<file path="src/inc/phyc_pkg.sv">
// Package of register map, field layouts and timing for the PHY config bank.
`default_nettype none
package phyc_pkg;
   // ****************************************
   // Register indices (byte address = 4 * index).
   // ****************************************
   localparam int         ADDR_W    = 10;
   localparam logic [7:0] IDX_RGMII = 8'h33;
   localparam logic [7:0] IDX_FE    = 8'h43;
   localparam logic [7:0] IDX_VIT   = 8'h53;
   localparam logic [7:0] IDX_SKEW  = 8'h55;
   localparam logic [7:0] IDX_STRAP = 8'h6e;

   // ****************************************
   // Field layouts and reset values.
   // ****************************************
   typedef struct packed {
      logic [3:0] rsvd;
      logic       unscramble_timeout_off;
      logic [3:0] unscramble_recovery_ms;
      logic       force_good_link;
      logic       enhanced_three_level_detect;
      logic       enhanced_gap_detect;
      logic       rx_block_decoder_bypass;
      logic       scrambler_off;
      logic       odd_nibble_detect;
      logic       early_receive_valid;
   } phyc_fe_cfg_t;

   localparam phyc_fe_cfg_t FE_RST = 16'h07a0;
   localparam logic [3:0]   VIT_RST = 4'h5;
   localparam logic [11:0]  VIT_RSVD = 12'h205;

   typedef struct packed {
      logic [3:0] chan_b_align_skew;
      logic [3:0] chan_a_align_skew;
   } phyc_skew_t;

   // Strap pin levels as sampled from the board.
   typedef struct packed {
      logic       mirror;
      logic       downshift;
      logic       strapped_clock_output_off;
      logic       strapped_mac_port_off;
      logic       strapped_auto_crossover_off;
      logic       strapped_forced_crossover;
      logic       strapped_half_duplex;
      logic       strapped_autoneg_off;
      logic [1:0] strapped_speed_pair;
      logic [4:0] strapped_station_address;
   } phyc_strap_pins_t;

   // Strap status register image.
   typedef struct packed {
      logic       mirror;
      logic       downshift;
      logic       clk_out_off;
      logic       mac_port_off;
      logic       rsvd;
      logic       auto_xover_off;
      logic       forced_xover;
      logic       half_duplex;
      logic       autoneg_off;
      logic [1:0] speed;
      logic [4:0] station;
   } phyc_strap_sts_t;

   // ****************************************
   // Timing.
   // ****************************************
   localparam real CLK_MHZ            = 250.0;
   localparam real DESCR_TIMEOUT_MS   = 1.5;
   localparam int  DESCR_TIMEOUT_CYC  = int'(DESCR_TIMEOUT_MS * 1000.0 * CLK_MHZ);
   localparam int  CNT_W              = 24;
endpackage
`default_nettype wire

</file>
<file path="src/hdl/phyc_regs.sv">
// PHY configuration and strap status register bank behind an APB slave.
`default_nettype none
module phyc_regs #(
   parameter int unsigned TIMEOUT_CYC   = phyc_pkg::DESCR_TIMEOUT_CYC,
   parameter bit          LARGE_PACKAGE = 1'b1
) (
   input  wire logic                      core_clk,
   input  wire logic                      srst,
   input  wire logic                      psel,
   input  wire logic                      penable,
   input  wire logic                      pwrite,
   input  wire logic [phyc_pkg::ADDR_W-1:0] paddr,
   input  wire logic [31:0]               pwdata,
   output logic      [31:0]               prdata,
   output logic                           pready,
   output logic                           pslverr,
   input  wire phyc_pkg::phyc_strap_pins_t strap_pins,
   input  wire phyc_pkg::phyc_skew_t      rx_skew,
   input  wire logic                      rx_frame_active,
   input  wire logic                      link_qualified,
   output logic                           async_fifo_bypass_en,
   output phyc_pkg::phyc_fe_cfg_t         fe_cfg,
   output logic      [3:0]                viterbi_idle_threshold,
   output logic                           link_good,
   output logic                           rx_timeout_abort,
   output phyc_pkg::phyc_strap_sts_t      strap_status
);

   // ****************************************
   // State.
   // ****************************************
   typedef struct packed {
      logic                      bypass;
      phyc_pkg::phyc_fe_cfg_t    fe;
      logic [3:0]                vit;
      phyc_pkg::phyc_strap_sts_t straps;
      logic                      strap_taken;
      logic [phyc_pkg::CNT_W-1:0] frame_cnt;
      logic                      abort;
      logic                      link_good;
      logic                      pready;
      logic                      pslverr;
      logic [31:0]               prdata;
   } phyc_state_t;

   phyc_state_t st;
   phyc_state_t next_st;

   localparam logic [phyc_pkg::CNT_W-1:0] TIMEOUT_LIM =
      phyc_pkg::CNT_W'(TIMEOUT_CYC);

   logic [7:0]  idx;
   logic        access;
   logic        commit;
   logic        mapped;
   logic [15:0] rd_word;
   phyc_pkg::phyc_strap_sts_t strap_img;

   assign idx    = paddr[9:2];
   assign access = psel && penable;
   assign commit = access && st.pready;

   // ****************************************
   // Address decode and read mux.
   // ****************************************
   always_comb begin
      mapped  = 1'b1;
      rd_word = 16'h0000;
      case (idx)
         phyc_pkg::IDX_RGMII: begin
            rd_word = {11'h000, st.bypass, 4'h0};
         end
         phyc_pkg::IDX_FE: begin
            rd_word = {4'h0, st.fe[11:0]};
         end
         phyc_pkg::IDX_VIT: begin
            rd_word = {phyc_pkg::VIT_RSVD, st.vit};
         end
         phyc_pkg::IDX_SKEW: begin
            rd_word = {8'h00, rx_skew};
         end
         phyc_pkg::IDX_STRAP: begin
            rd_word = st.straps;
         end
         default: begin
            mapped = 1'b0;
         end
      endcase
   end

   // ****************************************
   // Strap image per package variant.
   // ****************************************
   always_comb begin
      strap_img                = '0;
      strap_img.mirror         = strap_pins.mirror;
      strap_img.downshift      = strap_pins.downshift;
      strap_img.mac_port_off   = strap_pins.strapped_mac_port_off;
      strap_img.auto_xover_off = strap_pins.strapped_auto_crossover_off;
      strap_img.forced_xover   = strap_pins.strapped_forced_crossover;
      strap_img.half_duplex    = strap_pins.strapped_half_duplex;
      strap_img.autoneg_off    = strap_pins.strapped_autoneg_off;
      if (LARGE_PACKAGE) begin
         strap_img.clk_out_off = strap_pins.strapped_clock_output_off;
         strap_img.speed       = strap_pins.strapped_speed_pair;
         strap_img.station     = strap_pins.strapped_station_address;
      end else begin
         // The small package has one speed pin and four address pins.
         strap_img.speed   = {1'b0, strap_pins.strapped_speed_pair[0]};
         strap_img.station = {1'b0, strap_pins.strapped_station_address[3:0]};
      end
   end

   // ****************************************
   // Next state.
   // ****************************************
   always_comb begin
      next_st = st;

      // Straps are sampled once, on the first cycle out of reset.
      if (!st.strap_taken) begin
         next_st.straps      = strap_img;
         next_st.strap_taken = 1'b1;
      end

      // One wait state: pready rises in the second access cycle.
      next_st.pready  = access && !st.pready;
      next_st.pslverr = 1'b0;
      next_st.prdata  = 32'h0000_0000;
      if (access && !st.pready) begin
         next_st.pslverr = !mapped;
         if (!pwrite) begin
            next_st.prdata = {16'h0000, rd_word};
         end
      end

      // Writes take effect only at the completing edge.
      if (commit && pwrite) begin
         case (idx)
            phyc_pkg::IDX_RGMII: begin
               next_st.bypass = pwdata[4];
            end
            phyc_pkg::IDX_FE: begin
               next_st.fe.unscramble_timeout_off =
                  pwdata[11];
               next_st.fe.unscramble_recovery_ms =
                  pwdata[10:7];
               next_st.fe.force_good_link = pwdata[6];
               next_st.fe.enhanced_three_level_detect =
                  pwdata[5];
               next_st.fe.enhanced_gap_detect = pwdata[4];
               next_st.fe.rx_block_decoder_bypass =
                  pwdata[3];
               next_st.fe.scrambler_off = pwdata[2];
               next_st.fe.odd_nibble_detect = pwdata[1];
               next_st.fe.early_receive_valid =
                  pwdata[0];
            end
            phyc_pkg::IDX_VIT: begin
               next_st.vit = pwdata[3:0];
            end
            default: begin
               // Read-only and unmapped words ignore writes.
               next_st.vit = st.vit;
            end
         endcase
      end

      // Frame length watchdog; the abort holds until the frame ends or unscramble_timeout_off is set.
      if (!rx_frame_active) begin
         next_st.frame_cnt = '0;
         next_st.abort     = 1'b0;
      end else begin
         if (st.frame_cnt < TIMEOUT_LIM) begin
            next_st.frame_cnt = st.frame_cnt + 1'b1;
         end
         next_st.abort = (st.abort || (st.frame_cnt >= TIMEOUT_LIM))
                         && !st.fe.unscramble_timeout_off;
      end

      next_st.link_good = st.fe.force_good_link || link_qualified;
   end

   // ****************************************
   // Registers.
   // ****************************************
   always_ff @(posedge core_clk) begin
      if (srst) begin
         st        <= '0;
         st.fe     <= phyc_pkg::FE_RST;
         st.vit    <= phyc_pkg::VIT_RST;
      end else begin
         st <= next_st;
      end
   end

   assign prdata                 = st.prdata;
   assign pready                 = st.pready;
   assign pslverr                = st.pslverr;
   assign async_fifo_bypass_en   = st.bypass;
   assign fe_cfg                 = st.fe;
   assign viterbi_idle_threshold = st.vit;
   assign link_good              = st.link_good;
   assign rx_timeout_abort       = st.abort;
   assign strap_status           = st.straps;

   logic wr_fe;
   logic wr_vit;
   logic wr_ro;
   logic rd_sel_rgmii;
   logic rd_sel_skew;
   logic rd_sel_strap;
   assign wr_fe        = commit && pwrite && (idx == phyc_pkg::IDX_FE);
   assign wr_vit       = commit && pwrite && (idx == phyc_pkg::IDX_VIT);
   // Read-only words swallow writes silently; software gets no error for them.
   assign wr_ro        = commit && pwrite
                         && (idx == phyc_pkg::IDX_SKEW || idx == phyc_pkg::IDX_STRAP);
   assign rd_sel_rgmii = access && !st.pready && !pwrite
                         && (idx == phyc_pkg::IDX_RGMII);
   assign rd_sel_skew  = access && !st.pready && !pwrite
                         && (idx == phyc_pkg::IDX_SKEW);
   assign rd_sel_strap = access && !st.pready && !pwrite
                         && (idx == phyc_pkg::IDX_STRAP);
endmodule
`default_nettype wire

</file>
<file path="config.mk">
export PLATFORM = sky130hd
export DESIGN_NAME = phyc_regs
export DESIGN_NICKNAME = d
export VERILOG_FILES = /design/src/inc/phyc_pkg.sv /design/src/hdl/phyc_regs.sv
export SDC_FILE = /design/constraint.sdc
export NUM_CORES = 1
export LEC_CHECK = 0
export ABC_AREA = 1
export BUFFER_PORTS_ARGS = -buffer_cell sky130_fd_sc_hd__buf_4
export CORE_MARGIN = 3
export CORE_UTILIZATION = 40
export DETAILED_ROUTE_END_ITERATION = 8
export GPL_ROUTABILITY_DRIVEN = 0
export GPL_TIMING_DRIVEN = 0
export PLACE_DENSITY_LB_ADDON = 0.05
export SLEW_MARGIN = 0
export SYNTH_ARGS = -nofsm -noshare
export SYNTH_HDL_FRONTEND = slang
export SYNTH_SLANG_ARGS = --single-unit
</file>
<file path="constraint.sdc">
create_clock -name core_clk -period 2.8 [get_ports core_clk]
set_input_delay 0.42 -clock core_clk [delete_from_list [all_inputs] [get_ports core_clk]]
set_output_delay 0.42 -clock core_clk [all_outputs]
set_load 0.01 [all_outputs]
</file>
## Word level (Yosys, flattened, before mapping)

Cells that the tools add are included.

| cells by class | value |
|---|---|
| add/subtract/negate cells | 1 |
| multiply operators | 0 |
| div/mod/pow operators | 0 |
| magnitude comparators | 2 |
| eq/ne operators | 5 |
| shift-type cells | 0 |
| multiplexer cells | 2 |
| bitwise operators | 2 |
| reductions and logical operators | 17 |

Operators with widths:

| kind | number |
|---|---|
| $pmux 16 s5 | 1 |
| $eq 8x7->1 const B | 4 |
| $add 24x1->24 const B | 1 |
| $ge 24x19->1 const B | 1 |
| $lt 24x19->1 const B | 1 |
| $eq 8x6->1 const B | 1 |
| $reduce_and 2->1 | 3 |
| $logic_and 1x1->1 | 5 |
| $reduce_or 5->1 | 1 |
| $reduce_or 2->1 | 2 |
| $logic_not 1->1 | 3 |
| $reduce_or 3->1 | 1 |
| $logic_or 1x1->1 | 2 |
| $not 1->1 | 2 |
| $mux 1 | 1 |

| word-level totals | value |
|---|---|
| bits in registers | 93 |
| latch bits | 0 |
| RAM bits | 0 |
| memory bits (read-only) | 0 |
| output and inout port bits | 73 |
| word-level logic and storage cells | 58 |
| memories kept | 0 |

## Depth between registers and ports, before layout

| depth | value |
|---|---|
| word-level depth | 4 |
| mapped depth | 10 |

## Worst setup path before layout

No wires, ideal clock.

| timing path | value |
|---|---|
| path type | input -> register |
| start | input port paddr[9] (netlist bit) |
| end | register st, in the netlist prdata[10] |
| setup time | 0.070 ns |
| arrival | 1.360 ns |
| data required time | 2.730 ns |
| path slack | 1.370 ns |
| cell stages on the path | 10 |
| path through | inv_1 -> nand2_1 -> nor2_1 -> nand2_1 -> nor2_4 -> nor2_1 -> nand3_1 -> nand2_2 -> buf_6 -> a21oi_1 |

| between the ends | value |
|---|---|
| longest elaborated chain between the ends | 2 |

Ends and longest elaborated chain:

| what | RTL line | source |
|---|---|---|
| start, declared | phyc_regs.sv:12 | `input wire logic [phyc_pkg::ADDR_W-1:0] paddr,` |
| $eq 8x7->1 / $eq 8x6->1 (equally long branches) | phyc_regs.sv:69 | `case (idx)` |
| $pmux 16 s5 * | phyc_regs.sv:69 |  |
| end signal, assigned | phyc_regs.sv:193 | `st <= next_st;` |
| end, declared | phyc_regs.sv:46 | `phyc_state_t st;` |

Every way passes the cells marked *; elsewhere a longest branch is shown, timed or not.
A chain may end at the register's enable or synchronous reset.

## Worst setup path in the final report

| timing path | value |
|---|---|
| start | register st[36] (netlist bit) |
| end | register st[54] (netlist bit) |

| between the ends | value |
|---|---|
| longest elaborated chain between the ends | 1 |

Ends and longest elaborated chain:

| what | RTL line |
|---|---|
| $add 24x1->24 / $lt 24x19->1 (equally long branches) | phyc_regs.sv:175, phyc_regs.sv:174 |

Parallel ways exist; a longest one is shown, timed or not.

==> impl_results.md <==
* Status: finished clean
* Post-DP Area at 4910 µm²
* # setup viols final at 0
* Synthesized cell area at 3920 µm²
* Vias at 3640
* CP Buf/Inv Count at 0
* H-tree level count at 3
* Gr ovfl total at 0
* Delay-heaviest family, CP: simple AND/OR/NAND/NOR gates
* Drt total wl at 9.88 mm
* Die Wd at 105 µm
* Synth Instances at 552
* RSZ-0062 raised after global routing: false
* Largest stage delay, worst path at 460 ps
* CTS Hold Bufs at 0
* Static Leakage at 2.38 nW
* Initial antenna violation count at 0
* Post-Place Cells at 802
* CTS tree: built
* Pins Over Slew Limit at 0
* DR pass1 iterations at 5
* Design area at 5140 µm²
* Clock Latency Late Sink at 340 ps
* Layout cells sized above 1 at 0.295
* Area delta synth->final at 31.2%
* Detail Placement HPWL at 7.71 mm
* Via-to-Cell Ratio at 4.45
* Worst vdd ir at 240 µV
* Core Footprint at 9370 µm²
* Tightest Pin Transition at 534 ps
* Crit path max fanout at 6
* Fin crit share at 0.610
* CTS clock-pin slew for the worst setup and hold paths at 80 ps
* Place WS at 949 ps
* Synth top area cells: dfxtp_1 (39%), buf_4 (13%), nand2_1 (12%), nor2_1 (8.8%), a21oi_1 (4.7%)
* # resized after CTS at 0
* Most frequent cells in the layout: buf_4 (170), nand2_1 (125), nor2_1 (92)
* Crit path launch type: flop
* Largest net degree at the start of global routing at 13
* Chip height at 105 µm
* Final std cells w/o fill at 818
* Antenna cell count at 0
* Clk sink count at 77
* Residual DRC at 0
* Final count of hold timing violations at 0
* CP arrival at 1980 ps
* Netlist cell types at 28
* Row count at 35
* Syn. warnings at 0
* Top cell type's share of synthesized area at 0.394
* Max Fclk at 0.586 GHz
* Commonest non-fill, non-tap cell in the layout: buf_4
* Worst-path cell chain: ha_1 -> nand3_1 -> nor2_1 -> nand2_1 -> nor4_1 -> nand2_1 -> a21oi_1
* #FFs+latches synth at 77
* Remaining antenna violation count after routing at 0
* Total setup buffers inserted after CTS at 0
* Worst slew margin at 0.644
* Register area share after synthesis at 0.394
* Pwr dens at 444 nW/µm²
* Routed wire per std cell at 12.1 µm
* Min cycle time layout at 1710 ps
* TritonCTS buffer count at 9
* Fin Setup TNS at 0 ps
* Initial DRC count at 121
* Clock Tree Root: clkbuf_8
* Nets at 758
* Starting Density at 0.418
* Worst Skew at 7.67 ps
* Dominant cell type by area after synthesis: dfxtp_1
* Worst Setup End Kind: flop
* Cell repeated most along the worst path: nand2_1
* Hold WC Path Type: in -> reg
* Ports at 145
* Final worst slack at 1090 ps
* WP data required at 3080 ps
* Port Buffers at 101
* CP max-delay cell: dfxtp_1
* Core Util, Final at 0.548
* First-pass GRT wire length at 16.4 mm
* Die ar. at 11000 µm²
* Avg Inst Size Synth at 7.09 µm²
* CTS max path bufs at 2
* CP Class: reg -> reg
* GRT Util Overall at 0.183
* Max-Cap Viols at 0
* Number of global-route vias before repair at 3636
==> flip-flops by register name, summed over array words and instances (netlist names), 4 cells and up <==
signal	cells
fe_cfg	12
prdata	16
st	25
strap_status	15
viterbi_idle_threshold	4
==> power by group <==
group	internal, mW	switching [mW]	total, mW
clock network	0.549	0.399	0.948
registers	1.11	0.0165	1.13
logic	0.115	0.0900	0.205
total	1.78	0.505	2.28
==> metrics by stage <==
step | power, mW | hold slack, ps
after global placement | 1.36 | 415
after floorplan | 1.26 | 408
final | 2.28 | 278
after CTS | 2.30 | 274
after global routing | 2.38 | 265
after detailed placement | 1.36 | 417
==> synthesized netlist by cell type <==
cell type and n:
nor2_4 4, nand3_4 2, o22ai_1 1, nand4_1 9
buf_4 69, a21oi_2 2, nor3_1 6, conb_1 1
nor2_1 92, o21ai_0 34, dfxtp_1 77, ha_1 2
inv_2 1, nand3_2 1, buf_2 3, xor2_1 5
nor4_1 1, inv_1 40, nand3_1 21, nor3_2 1
a21oi_1 37, xnor2_1 5, clkbuf_1 7, nand2_2 2
buf_8 1, nand2_1 125, nand3b_1 2, buf_6 1
==> worst paths after layout <==
path	start	to	slack, ps	cells after the start
setup reg to reg	st[36]$_SDFFE_PP0N_	st[54]$_SDFFE_PP0N_	1090	7
setup / recovery	st[36]$_SDFFE_PP0N_	st[54]$_SDFFE_PP0N_	1090	7
hold / removal	srst	link_good$_SDFF_PP0_	280	2
hold reg to reg	st[57]$_SDFFE_PP0N_	st[57]$_SDFFE_PP0N_	430	2
==> cells by family (layout without fill, tap and decap cells) <==
logic type / Yosys count / count (layout) / synth area share
compound gates: 74 / 74 / 0.0968
simple gates: 266 / 266 / 0.291
fa+ha+maj: 2 / 2 / 0.00639
buf+inv: 122 / 239 / 0.189
xor+xnor: 10 / 10 / 0.0224
flops: 77 / 77 / 0.394
other cells: 1 / 21 / 0.000958
==> layout make-up <==
cell class	count	area [µm²]
clock buffers	12	155
multi-input cells	373	1710
clock inverters	4	70.1
fillers	953	4240
flip-flops and latches	77	1540
plain buffers	81	586
well taps	129	161
inverters	41	154
repair buffers	101	758
==> layer usage <==
| layer | global-route usage | up-vias | share of wire | wire (µm) |
|---|---|---|---|---|
| li1 | - | 1918 | - | - |
| met1 | 0.211 | 1618 | 0.43 | 4220 |
| met2 | 0.322 | 87 | 0.50 | 4920 |
| met3 | 0.0581 | 17 | 0.056 | 557 |
| met4 | 0.0553 | 0 | 0.019 | 184 |
| met5 | 0 | - | 0 | 0 |
Power figures use the tool's default switching activity.
